## config.mk

```make
export PLATFORM = sky130hd
export DESIGN_NAME = tsp_term_flat
export DESIGN_NICKNAME = d
export VERILOG_FILES = /design/src/tsp_pkg.sv /design/src/tsp_link_if.sv /design/src/tsp_fifo.sv /design/src/tsp_term.sv /design/src/flat_wrapper.sv
export VERILOG_INCLUDE_DIRS = /design/src
export SDC_FILE = /design/constraint.sdc
export NUM_CORES = 1
export LEC_CHECK = 0
export ABC_AREA = 1
export BUFFER_PORTS_ARGS = -buffer_cell sky130_fd_sc_hd__buf_2
export CAP_MARGIN = 5
export CORE_AREA = 2 2 98 100
export CTS_BUF_LIST = sky130_fd_sc_hd__clkbuf_2
export DETAILED_ROUTE_END_ITERATION = 16
export DIE_AREA = 0 0 100 102
export GPL_TIMING_DRIVEN = 0
export SYNTH_ARGS = -nofsm -noshare
export SYNTH_HDL_FRONTEND = slang
export SYNTH_SLANG_ARGS = --single-unit
```

## constraint.sdc

```tcl
create_clock -name CLK_SYS_I -period 2.18 [get_ports CLK_SYS_I]
set_input_delay 0.327 -clock CLK_SYS_I [delete_from_list [all_inputs] [get_ports CLK_SYS_I]]
set_output_delay 0.327 -clock CLK_SYS_I [all_outputs]
set_load 0.01 [all_outputs]
```

## src/tsp_regs.svh

```systemverilog
// Register offsets, field positions, reset values and frame counts of the
// transmit serial payload link.
// Assumes it is included by bare name, once per compilation unit or more.
`ifndef TSP_REGS_SVH
`define TSP_REGS_SVH
// -----------------------------------------------------------------------
// Register map
// -----------------------------------------------------------------------
`define TSP_MODE_CTRL_OFS 32'h0000_0000
`define TSP_STATUS_OFS 32'h0000_0004
`define TSP_MODE_CTRL_RST 8'h28
`define TSP_TRS_LSB 0
`define TSP_TRS_W 2
`define TSP_TRS_LOOP 2'h0
`define TSP_TRS_SLAVE 2'h1
`define TSP_STAT_SYNC_BIT 3
`define TSP_STAT_FCNT_LSB 16
// -----------------------------------------------------------------------
// Frame shape and buffering
// -----------------------------------------------------------------------
`define TSP_FRAME_BITS 4760
`define TSP_OH_SPACING 85
`define TSP_FIFO_DEPTH 4
`define TSP_FIFO_WIDTH 8
`endif

```

## src/tsp_pkg.sv

```systemverilog
// Types shared by both ends of the transmit serial payload link.
// Assumes tsp_regs.svh is on the include path.
`include "tsp_regs.svh"
package tsp_pkg;
   // --------------------------------------------------------------------
   // Types
   // --------------------------------------------------------------------
   typedef enum logic [2:0] {
      TSP_MODE_OFF = 3'b001,
      TSP_MODE_SLAVE = 3'b010,
      TSP_MODE_MASTER = 3'b100
   } tsp_mode_t;

   typedef enum logic [2:0] {
      TSP_TERM_IDLE = 3'b001,
      TSP_TERM_SYNC = 3'b010,
      TSP_TERM_RUN = 3'b100
   } tsp_term_st_t;

   // Nibble pin or loop timing leaves the serial local-timed path idle.
   function automatic tsp_mode_t tsp_decode_mode(input logic nib,
                                                 input logic [1:0] sel);
      if (nib || sel == `TSP_TRS_LOOP) begin
         return TSP_MODE_OFF;
      end else if (sel == `TSP_TRS_SLAVE) begin
         return TSP_MODE_SLAVE;
      end
      return TSP_MODE_MASTER;
   endfunction : tsp_decode_mode
endpackage : tsp_pkg

```

## src/tsp_link_if.sv

```systemverilog
// Serial payload link between the framer channel and terminal equipment.
// Assumes both ends share one bit clock supplied outside this interface.
`timescale 1ns/1ps
interface tsp_link_if;
   logic serial_payload_in;
   logic frame_reference_in;
   logic last_bit_marker_out;
   logic overhead_indicator_out;

   modport dev (
      input serial_payload_in,
      input frame_reference_in,
      output last_bit_marker_out,
      output overhead_indicator_out
   );
   modport term (
      output serial_payload_in,
      output frame_reference_in,
      input last_bit_marker_out,
      input overhead_indicator_out
   );
endinterface : tsp_link_if

```

## src/tsp_fifo.sv

```systemverilog
// Small valid/ready FIFO held in flip-flops.
// Assumes one clock and an asynchronous active-high reset.
`timescale 1ns/1ps
`include "tsp_regs.svh"
module tsp_fifo #(
   parameter int WIDTH = `TSP_FIFO_WIDTH,
   parameter int DEPTH = `TSP_FIFO_DEPTH
) (
   input wire logic clk_i,                 // Bit clock.
   input wire logic rst_i,                 // Asynchronous reset.
   input wire logic [WIDTH-1:0] in_data_i, // Word to store.
   input wire logic in_valid_i,            // Word offered.
   output logic in_ready_o,                // Room for a word.
   output logic [WIDTH-1:0] out_data_o,    // Oldest word.
   output logic out_valid_o,               // A word is held.
   input wire logic out_ready_i            // Drain takes the word.
);
   localparam int AW = (DEPTH > 1) ? $clog2(DEPTH) : 1;

   typedef struct packed {
      logic [DEPTH-1:0][WIDTH-1:0] mem;
      logic [AW-1:0] rd;
      logic [AW-1:0] wr;
      logic [AW:0] cnt;
   } fifo_st_t;

   fifo_st_t s_q;
   fifo_st_t s_d;
   logic push;
   logic pop;

   // Full and empty come straight from the count, so neither can lie.
   assign in_ready_o = s_q.cnt != (AW + 1)'(DEPTH);
   assign out_valid_o = s_q.cnt != '0;
   assign out_data_o = s_q.mem[s_q.rd];
   assign push = in_valid_i && in_ready_o;
   assign pop = out_valid_o && out_ready_i;

   // Pointers wrap at DEPTH so odd depths work too.
   always_comb begin
      s_d = s_q;
      if (push) begin
         s_d.mem[s_q.wr] = in_data_i;
         s_d.wr = (s_q.wr == AW'(DEPTH - 1)) ? '0 : s_q.wr + 1'b1;
      end
      if (pop) begin
         s_d.rd = (s_q.rd == AW'(DEPTH - 1)) ? '0 : s_q.rd + 1'b1;
      end
      s_d.cnt = s_q.cnt + (AW + 1)'(push) - (AW + 1)'(pop);
   end

   // State register.
   always_ff @(posedge clk_i or posedge rst_i) begin
      if (rst_i) begin
         s_q <= '0;
      end else begin
         s_q <= s_d;
      end
   end
endmodule : tsp_fifo

```

## src/tsp_term.sv

```systemverilog
// Terminal equipment end of the transmit serial payload link.
// Assumes CLK_SYS_I is the bit clock shared with the framer channel and
// that user words are sent least significant bit first.
`timescale 1ns/1ps
`include "tsp_regs.svh"
module tsp_term #(
   parameter int FRAME_BITS = `TSP_FRAME_BITS,
   parameter int WIDTH = `TSP_FIFO_WIDTH,
   parameter int DEPTH = `TSP_FIFO_DEPTH
) (
   input wire logic CLK_SYS_I,          // Shared bit clock.
   input wire logic RST_I,              // Asynchronous reset.
   input wire logic ENABLE_I,           // Run the link.
   input wire logic DEVICE_MASTER_I,    // Framer times the frames.
   input wire logic [WIDTH-1:0] PUSH_DATA_I, // Payload word.
   input wire logic PUSH_VALID_I,       // Word offered.
   output logic PUSH_READY_O,           // Buffer has room.
   output logic UNDERRUN_O,             // Pulse when a zero was padded.
   tsp_link_if.term link                // Link to the framer channel.
);
   localparam int PW = $clog2(FRAME_BITS);
   localparam int CW = $clog2(WIDTH + 1);

   typedef struct packed {
      tsp_pkg::tsp_term_st_t st;
      logic [PW-1:0] pos;
      logic [WIDTH-1:0] sh;
      logic [CW-1:0] cnt;
      logic dat;
      logic fref;
      logic under;
   } term_st_t;

   term_st_t s_q;
   term_st_t s_d;
   logic take;
   logic [WIDTH-1:0] f_data;
   logic f_valid;
   logic f_ready;

   // --------------------------------------------------------------------
   // Payload buffer
   // --------------------------------------------------------------------
   // The buffer drains only as the framer takes bits, so overhead gaps
   // push back to the user through PUSH_READY_O.
   tsp_fifo #(.WIDTH(WIDTH), .DEPTH(DEPTH)) u_fifo (
      .clk_i(CLK_SYS_I),
      .rst_i(RST_I),
      .in_data_i(PUSH_DATA_I),
      .in_valid_i(PUSH_VALID_I),
      .in_ready_o(PUSH_READY_O),
      .out_data_o(f_data),
      .out_valid_o(f_valid),
      .out_ready_i(f_ready)
   );

   assign link.serial_payload_in = s_q.dat;
   assign link.frame_reference_in = s_q.fref;
   assign UNDERRUN_O = s_q.under;
   assign f_ready = take && s_q.cnt == '0;

   // --------------------------------------------------------------------
   // Next state
   // --------------------------------------------------------------------
   // All outputs change just after the rising edge.
   always_comb begin
      s_d = s_q;
      take = 1'b0;
      s_d.fref = 1'b0;
      s_d.under = 1'b0;
      unique case (s_q.st)
         tsp_pkg::TSP_TERM_IDLE: begin
            s_d.dat = 1'b0;
            if (ENABLE_I) begin
               if (DEVICE_MASTER_I) begin
                  s_d.st = tsp_pkg::TSP_TERM_SYNC;
               end else begin
                  s_d.st = tsp_pkg::TSP_TERM_RUN;
                  s_d.pos = '0;
                  s_d.fref = 1'b1;
                  take = 1'b1;
               end
            end
         end
         tsp_pkg::TSP_TERM_SYNC: begin
            if (link.last_bit_marker_out) begin
               s_d.st = tsp_pkg::TSP_TERM_RUN;
               take = 1'b1;
            end
         end
         tsp_pkg::TSP_TERM_RUN: begin
            // An overhead pulse means the next slot carries no payload.
            take = !link.overhead_indicator_out;
            s_d.dat = 1'b0;
            s_d.pos = (s_q.pos == PW'(FRAME_BITS - 1)) ? '0 :
               s_q.pos + 1'b1;
            s_d.fref = !DEVICE_MASTER_I && s_d.pos == '0;
         end
      endcase

      if (take) begin
         if (s_q.cnt != '0) begin
            s_d.dat = s_q.sh[0];
            s_d.sh = s_q.sh >> 1;
            s_d.cnt = s_q.cnt - 1'b1;
         end else if (f_valid) begin
            s_d.dat = f_data[0];
            s_d.sh = f_data >> 1;
            s_d.cnt = CW'(WIDTH - 1);
         end else begin
            s_d.dat = 1'b0;
            s_d.under = 1'b1;
         end
      end

      if (!ENABLE_I) begin
         s_d.st = tsp_pkg::TSP_TERM_IDLE;
         s_d.dat = 1'b0;
         s_d.fref = 1'b0;
      end
   end

   // State register.
   always_ff @(posedge CLK_SYS_I or posedge RST_I) begin
      if (RST_I) begin
         s_q <= '0;
         s_q.st <= tsp_pkg::TSP_TERM_IDLE;
      end else begin
         s_q <= s_d;
      end
   end
endmodule : tsp_term

```

## src/flat_wrapper.sv

```systemverilog
// flat-port wrapper written by rule: the top's interface ports become plain ports
module tsp_term_flat 
#(
   parameter int FRAME_BITS = `TSP_FRAME_BITS,
   parameter int WIDTH = `TSP_FIFO_WIDTH,
   parameter int DEPTH = `TSP_FIFO_DEPTH
)
  (CLK_SYS_I, RST_I, ENABLE_I, DEVICE_MASTER_I, PUSH_DATA_I, PUSH_VALID_I, PUSH_READY_O, UNDERRUN_O, link_serial_payload_in, link_frame_reference_in, link_last_bit_marker_out, link_overhead_indicator_out);
  tsp_link_if link_i ();
  input wire logic CLK_SYS_I;
  input wire logic RST_I;
  input wire logic ENABLE_I;
  input wire logic DEVICE_MASTER_I;
  input wire logic [WIDTH-1:0] PUSH_DATA_I;
  input wire logic PUSH_VALID_I;
  output logic PUSH_READY_O;
  output logic UNDERRUN_O;
  output wire logic [$bits(link_i.serial_payload_in)-1:0] link_serial_payload_in;
  output wire logic [$bits(link_i.frame_reference_in)-1:0] link_frame_reference_in;
  input wire logic [$bits(link_i.last_bit_marker_out)-1:0] link_last_bit_marker_out;
  input wire logic [$bits(link_i.overhead_indicator_out)-1:0] link_overhead_indicator_out;
  assign link_serial_payload_in = link_i.serial_payload_in;
  assign link_frame_reference_in = link_i.frame_reference_in;
  assign link_i.last_bit_marker_out = link_last_bit_marker_out;
  assign link_i.overhead_indicator_out = link_overhead_indicator_out;
  tsp_term #(.FRAME_BITS(FRAME_BITS), .WIDTH(WIDTH), .DEPTH(DEPTH)) u_core (.CLK_SYS_I(CLK_SYS_I), .RST_I(RST_I), .ENABLE_I(ENABLE_I), .DEVICE_MASTER_I(DEVICE_MASTER_I), .PUSH_DATA_I(PUSH_DATA_I), .PUSH_VALID_I(PUSH_VALID_I), .PUSH_READY_O(PUSH_READY_O), .UNDERRUN_O(UNDERRUN_O), .link(link_i));
endmodule
```

==> results of run 1 <==
## critical path, cell delays in order (launching register included)
cell and delay (ps):
dfstp_2 590, clkinv_4 60, nand4_1 110, o21ai_2 90, inv_2 70, nand2_4 70, nand2_4 70, inv_4 40
ha_4 250, inv_2 30, ha_4 140, fa_2 340, xor2_2 160
## path summary, 6_finish.rpt
path	startpoint	to	slack (ps)	cells after the start
max	u_core.s_q[28]	u_core.u_fifo.s_q[2]	40	12
min	ENABLE_I	u_core.s_q[28]	50	2
max reg2reg	u_core.s_q[28]	u_core.u_fifo.s_q[2]	40	12
min reg2reg	u_core.s_q[3]	u_core.s_q[3]	490	1
max in group asynchronous	RST_I	u_core.u_fifo.s_q[8]	1090	3
min in group asynchronous	RST_I	u_core.u_fifo.s_q[27]	510	3
## routing by layer
layer  global-route usage  share of wire  wire length (um)
met2                0.270           0.45              3640
met1                0.251           0.49              4030
met5                    0              0                 0
met4               0.0590          0.016               127
met3               0.0369          0.042               342
## flip-flops by register name, indices dropped and copies added, names as in the netlist
register	flops
u_core.link.frame_reference_in	1
u_core.u_fifo.s_q	39
u_core.link.serial_payload_in	1
u_core.s_q	27
u_core.UNDERRUN_O	1
## kinds of logic after synthesis
| kind of cell | count (synthesis) |
|---|---|
| xor gates and xnor gates | 4 |
| adders and majority gates | 10 |
| buffers and inverters | 63 |
| AOI/OAI and AO/OA | 100 |
| DFF | 69 |
| and+or+nand+nor | 182 |
## layout by cell type (no fill, tap or decap), types with 2 or more instances in the layout
master and count:
nor2_2 2, nand2_1 99, ha_4 2, o21ai_0 60, nand2_4 6, o21ai_2 2
nor3_1 2, ha_1 7, o221ai_1 6, nor2_4 3, xor2_1 2, clkbuf_2 9
buf_4 9, clkinv_1 3, o32ai_1 4, nand4_1 4, buf_6 4, a21oi_1 2
o22ai_1 10, inv_2 4, o21ai_1 11, inv_4 2, inv_1 44, buf_2 22
nand2_2 5, dfrtp_1 68, nor2_1 40, nand3_1 18, clkinvlp_4 2
## report_power, final
part           total [mW]  switching, mW  internal (mW)  leakage [nW]
clock network       0.740          0.483          0.257        0.0610
registers            2.07          0.322           1.75         0.883
logic                1.84           1.14          0.702         0.986
total                4.66           1.95           2.71          1.93
## cell type report
type                       count  area [um2]
fill                         949        5080
sequential                    69        1730
multi-input combinational    296        1620
inverter                      51         201
timing repair buffer          25         145
tap                          111         139
buffer                        12        91.3
clock inverter                 7        65.1
clock buffer                   9        45.0
## timing repair
action                     in CTS  in global routing
hold endpoints to repair       48                  0
setup buffers                   4                  2
pin swaps                       0                  3
setup endpoints to repair       2                  2
gates resized for setup         6                  9
hold buffers                    1                  0
==> summary.txt, run 1 <==
Synthesis
  – Number of synthesized register bits: 69
  – Synth Net Count: 453
  – Yosys top cell area share: 0.477
  – Post-synth top area cell: dfrtp_1
  – Cell area after synthesis: 0.00357 mm2
  – XOR/XNOR Fraction of Synth Area: 0.00982
  – Post-synthesis cell type count: 36
  – Post-Synth Adder-Cell Area: 0.0372
  – Top cells by area, synth: dfrtp_1, nand2_1, o21ai_0
  – Post-synthesis mux area share: 0
  – Mean Syn Cell Area: 8.33 um2
  – Sequential share of the synthesized area: 0.484
  – Main combinational cell family by area after synthesis: simple AND/OR/NAND/NOR gates
  – Commonest cells in the netlist: nand2_1, dfrtp_1, o21ai_0, inv_1, nor2_1
  – Top FF cell, synth: dfrtp_1
  – Post-Syn Instances: 428
  – Simple-Gate Fraction of Synth Area: 0.227
  – Asr flop ratio synth: 1.00
  – Yosys warns: 0
  – Complex-gate fraction of the synthesized area: 0.162
  – Number of synthesized flops with an enable pin: 0
  – Dominant cell by count in the synthesized netlist: nand2_1

Placed design
  – Worst slack at placement: -194 ps
  – Placer Congestion: 0.810
  – I/O Buffers: 18
  – Post-DP Area: 0.00380 mm2
  – Detailed Place HPWL: 5360 um
  – Cells after DPL: 557

Global route
  – Overall Global Routing Usage: 0.176
  – Total grt overflow: 0
  – Global-route wire length before repair: 14000 um
  – Vias in the first global route: 2866
  – Initial antenna violation count: 0
  – Largest net degree at the start of global routing: 70

CTS
  – Clock buffer count from CTS: 9
  – Worst skew pair latency: 520 ps
  – Htree depth: 3
  – Worst-path clk slew: 190 ps
  – Root Buffer: clkbuf_2
  – Max Root-Sink Buffers: 2
  – CTS tree: built
  – Clock sink count: 69

Die
  – Io pins: 19
  – FP Rows: 35
  – Core area: 0.00911 mm2
  – Die ar.: 0.0102 mm2
  – Initial core utilization: 0.392
  – DIE WIDTH: 100 um
  – Die Y: 102 um

Layout
  – Post-route cell area: 0.00403 mm2
  – # diodes: 0
  – Area delta synth->final: 13.0%
  – Final core occ: 0.442
  – Share of cells above drive strength 1: 0.179
  – Non-filler cells, final: 580
  – Fin nets: 489

STA
  – Fmax: 468 MHz
  – Worst-Margin Slew: 860 ps
  – Hold slack: 52.1 ps
  – Final setup viols: 0
  – Min Tclk post-route: 2140 ps
  – Hold Violations, Final: 0
  – Final Cycle Share: 0.980
  – Setup TNS: 0 ps
  – Slew HR: 0.426
  – Max Slew Vio Count: 0
  – Skew final: 50.5 ps
  – Final setup margin: 43.3 ps
  – RSZ-0062 raised after global routing: yes

Critical path
  – Critical path type: reg -> reg
  – CP Capture Type: flop
  – Worst-path maximum fanout: 4
  – Worst Path Arrival: 2530 ps
  – Startpoint Class: flop
  – Critical path required time: 2570 ps

Detailed routing
  – Total wire length: 8130 um
  – 1st-pass router iterations: 4
  – Drc violations: 0
  – Drt wl/cell: 14.0 um
  – Via density: 5.06
  – Final ANT Viol Nets: 0
  – Via count: 2934
  – Starting DRC count in detailed routing: 159

Power and ir drop
  – Total Power: 4.66 mW
  – Static Leakage: 1.93 nW
  – Pwr per Cell Area: 1160 mW/mm2
  – VDD IR max: 474 uV

Status
  – Status: finished clean

Job
  – # Max-Cap Violations: 0

Worst hold path
  – Hold Crit Class: in -> reg
Note: power is estimated with default switching activity, not from simulation.
==> run 2: changes to the inputs <==
--- a/config.mk
+++ b/config.mk
@@ -6,7 +6,6 @@
 export SDC_FILE = /design/constraint.sdc
 export NUM_CORES = 1
 export LEC_CHECK = 0
-export ABC_AREA = 1
 export BUFFER_PORTS_ARGS = -buffer_cell sky130_fd_sc_hd__buf_2
 export CAP_MARGIN = 5
 export CORE_AREA = 2 2 98 100
@@ -14,6 +13,7 @@
 export DETAILED_ROUTE_END_ITERATION = 16
 export DIE_AREA = 0 0 100 102
 export GPL_TIMING_DRIVEN = 0
+export MAX_ROUTING_LAYER = met4
 export SYNTH_ARGS = -nofsm -noshare
 export SYNTH_HDL_FRONTEND = slang
 export SYNTH_SLANG_ARGS = --single-unit
==> summary.txt, run 2 <==
CTS
  – Clock buffer count from CTS: 9
  – Root Buffer: clkbuf_2
  – Clock sink count: 69
  – Max Root-Sink Buffers: 2
  – CTS tree: built
  – Htree depth: 3
  – Worst skew pair latency: 490 ps
  – Worst-path clk slew: 200 ps

Job
  – # Max-Cap Violations: 0

Critical path
  – Critical path required time: 2590 ps
  – CP delay by family, top: simple AND/OR/NAND/NOR gates
  – Worst Path Arrival: 2750 ps
  – CP Capture Type: flop
  – Worst path cell trace: or3b_4 -> a21oi_4 -> nor2_4 -> nor3b_4 -> ha_1 -> inv_1 -> ha_2 -> fa_2 -> xor2_1 -> xnor2_1
  – Slowest stage cell, crit path: dfrtp_1
  – Worst-path maximum fanout: 2
  – Largest stage delay, worst path: 440 ps
  – Critical path type: reg -> reg
  – Startpoint Class: flop
  – Bufs and invs on worst path: 1

STA
  – Max Slew Vio Count: 0
  – Worst-Margin Slew: 840 ps
  – Skew final: 16.5 ps
  – Final setup margin: -161 ps
  – Hold slack: 73.3 ps
  – Fmax: 427 MHz
  – Hold Violations, Final: 0
  – Slew HR: 0.440
  – Final Cycle Share: 1.07
  – Final setup viols: 2
  – RSZ-0062 raised after global routing: yes
  – Min Tclk post-route: 2340 ps
  – Setup TNS: -274 ps

Synthesis
  – Number of synthesized flops with an enable pin: 0
  – Post-synthesis cell type count: 54
  – Cell area after synthesis: 0.00359 mm2
  – Mean Syn Cell Area: 11.5 um2
  – Top cells by area, synth: dfrtp_1, mux2_2, mux4_2
  – Sequential share of the synthesized area: 0.482
  – Yosys top cell area share: 0.475
  – Synth Net Count: 338
  – Post-Syn Instances: 313
  – Yosys warns: 0
  – Post-synth top area cell: dfrtp_1
  – Dominant cell by count in the synthesized netlist: dfrtp_1
  – Asr flop ratio synth: 1.00
  – Number of synthesized register bits: 69
  – Commonest cells in the netlist: dfrtp_1, mux2_2, o21ai_0, nand2_1
  – Top FF cell, synth: dfrtp_1

Die
  – DIE WIDTH: 100 um
  – Die Y: 102 um
  – FP Rows: 35
  – Initial core utilization: 0.394
  – Core area: 0.00911 mm2
  – Io pins: 19
  – Die ar.: 0.0102 mm2

Power and ir drop
  – Pwr per Cell Area: 1060 mW/mm2
  – Static Leakage: 1.75 nW
  – VDD IR max: 563 uV

Layout
  – Registers with the most flip-flops: u_core.u_fifo.s_q (39), u_core.s_q (27)
  – # diodes: 0
  – Share of cells above drive strength 1: 0.334
  – Most frequent cells in the layout: dfrtp_1, mux2_2, o21ai_0
  – Largest register FFs: 39
  – Fill cells: 881
  – Area delta synth->final: 13.1%
  – Reg with most FFs: u_core.u_fifo.s_q
  – Commonest non-fill, non-tap cell in the layout: dfrtp_1
  – Fin nets: 376

Global route
  – Initial antenna violation count: 0
  – Overall Global Routing Usage: 0.149
  – Vias in the first global route: 2420
  – Largest net degree at the start of global routing: 70
  – Total grt overflow: 0
  – Global-route wire length before repair: 11500 um

Detailed routing
  – Final ANT Viol Nets: 0
  – 1st-pass router iterations: 4
  – Via count: 2394
  – Drc violations: 0
  – Drt wl/cell: 14.5 um
  – Starting DRC count in detailed routing: 74
  – Via density: 5.13
  – Total wire length: 6770 um

Status
  – Failing checks: setup timing
  – Status: finished with violations

Worst hold path
  – Hold Crit Class: in -> reg

Placed design
  – Detailed Place HPWL: 4600 um
  – Placer Congestion: 0.825
  – I/O Buffers: 18
  – Worst slack at placement: -366 ps
-- run 2: cell types whose count changed after synthesis, moves of 6 or more --
cell / before / now
clkbuf_1: 1 / 8
nand2_1: 100 / 28
mux2_2: 0 / 35
o21ai_1: 12 / 2
nand3_1: 18 / 5
o21ai_0: 60 / 32
inv_1: 47 / 16
o221ai_1: 6 / 0
nor2_1: 41 / 16
o22ai_1: 10 / 0
mux2i_1: 0 / 6
nand2_2: 6 / 0
mux4_2: 0 / 8
xnor2_1: 1 / 8
-- run 2: timing repair --
item | CTS | global route
buffers inserted | 6 | 2
hold endpoints to repair | 69 | 0
pin swaps | 4 | 6
hold buffers | 2 | 0
cloned | 0 | 0
gates resized for setup | 2 | 10
setup endpoints to repair | 11 | 13
-- run 2: area by class of cell --
cell class / instances / area (um2) / share of cell area
multi-input cells: 212 / 1740 / 0.429
flip-flops and latches: 69 / 1730 / 0.426
repair buffers: 28 / 170 / 0.0419
well taps: 111 / 139 / 0.0342
plain buffers: 15 / 118 / 0.0290
inverters: 16 / 62.6 / 0.0154
clock buffers: 10 / 50.0 / 0.0123
clock inverters: 6 / 48.8 / 0.0120
-- run 2: stage by stage --
stage               cells  cell area, um2   util  power (mW)
floorplan             313            3620      -        3.29
global placement      442            3850  0.423        3.58
detailed placement    442            3850  0.423        3.67
CTS                   465            4020  0.442        4.35
global route          467            4060  0.445        4.63
finish                467            4060  0.445        4.29
-- run 2: worst paths after layout --
kind / from / end / slack (ps) / cells past startpoint
setup / recovery: u_core.s_q[29] / u_core.u_fifo.s_q[2] / -160 / 10
hold / removal: ENABLE_I / u_core.s_q[30] / 70 / 2
setup reg to reg: u_core.s_q[29] / u_core.u_fifo.s_q[2] / -160 / 10
hold reg to reg: u_core.s_q[9] / u_core.s_q[9] / 510 / 2
max in group asynchronous: RST_I / u_core.s_q[15] / 1070 / 3
min in group asynchronous: RST_I / u_core.u_fifo.s_q[25] / 530 / 3
-- run 2: kinds of logic (layout without fill, tap and decap cells) --
kind of cell             count (synthesis)  count (layout)  share of synthesized area
AND/OR/NAND/NOR                         86              86                      0.134
flip-flops                              69              69                      0.482
AO/OA/AOI/OAI                           55              55                     0.0974
multiplexers                            49              49                      0.177
buffers and inverters                   32              75                     0.0433
XOR/XNOR                                12              12                     0.0293
adder cells (fa/ha/maj)                 10              10                     0.0370
-- run 2: per-layer routing --
layer,GRT usage,share of wire,vias up
met5,-,0,-
met4,0.0506,0.017,0
met3,0.0349,0.027,10
met2,0.249,0.49,32
met1,0.180,0.47,1169
li1,-,-,1183
-- run 2: report_power, final --
part | switching (mW) | internal [mW] | leakage (nW) | total, mW
Clock | 0.481 | 0.161 | 0.0547 | 0.643
Sequential | 0.272 | 1.77 | 0.863 | 2.04
Combinational | 0.707 | 0.904 | 0.828 | 1.61
Total | 1.46 | 2.83 | 1.75 | 4.29
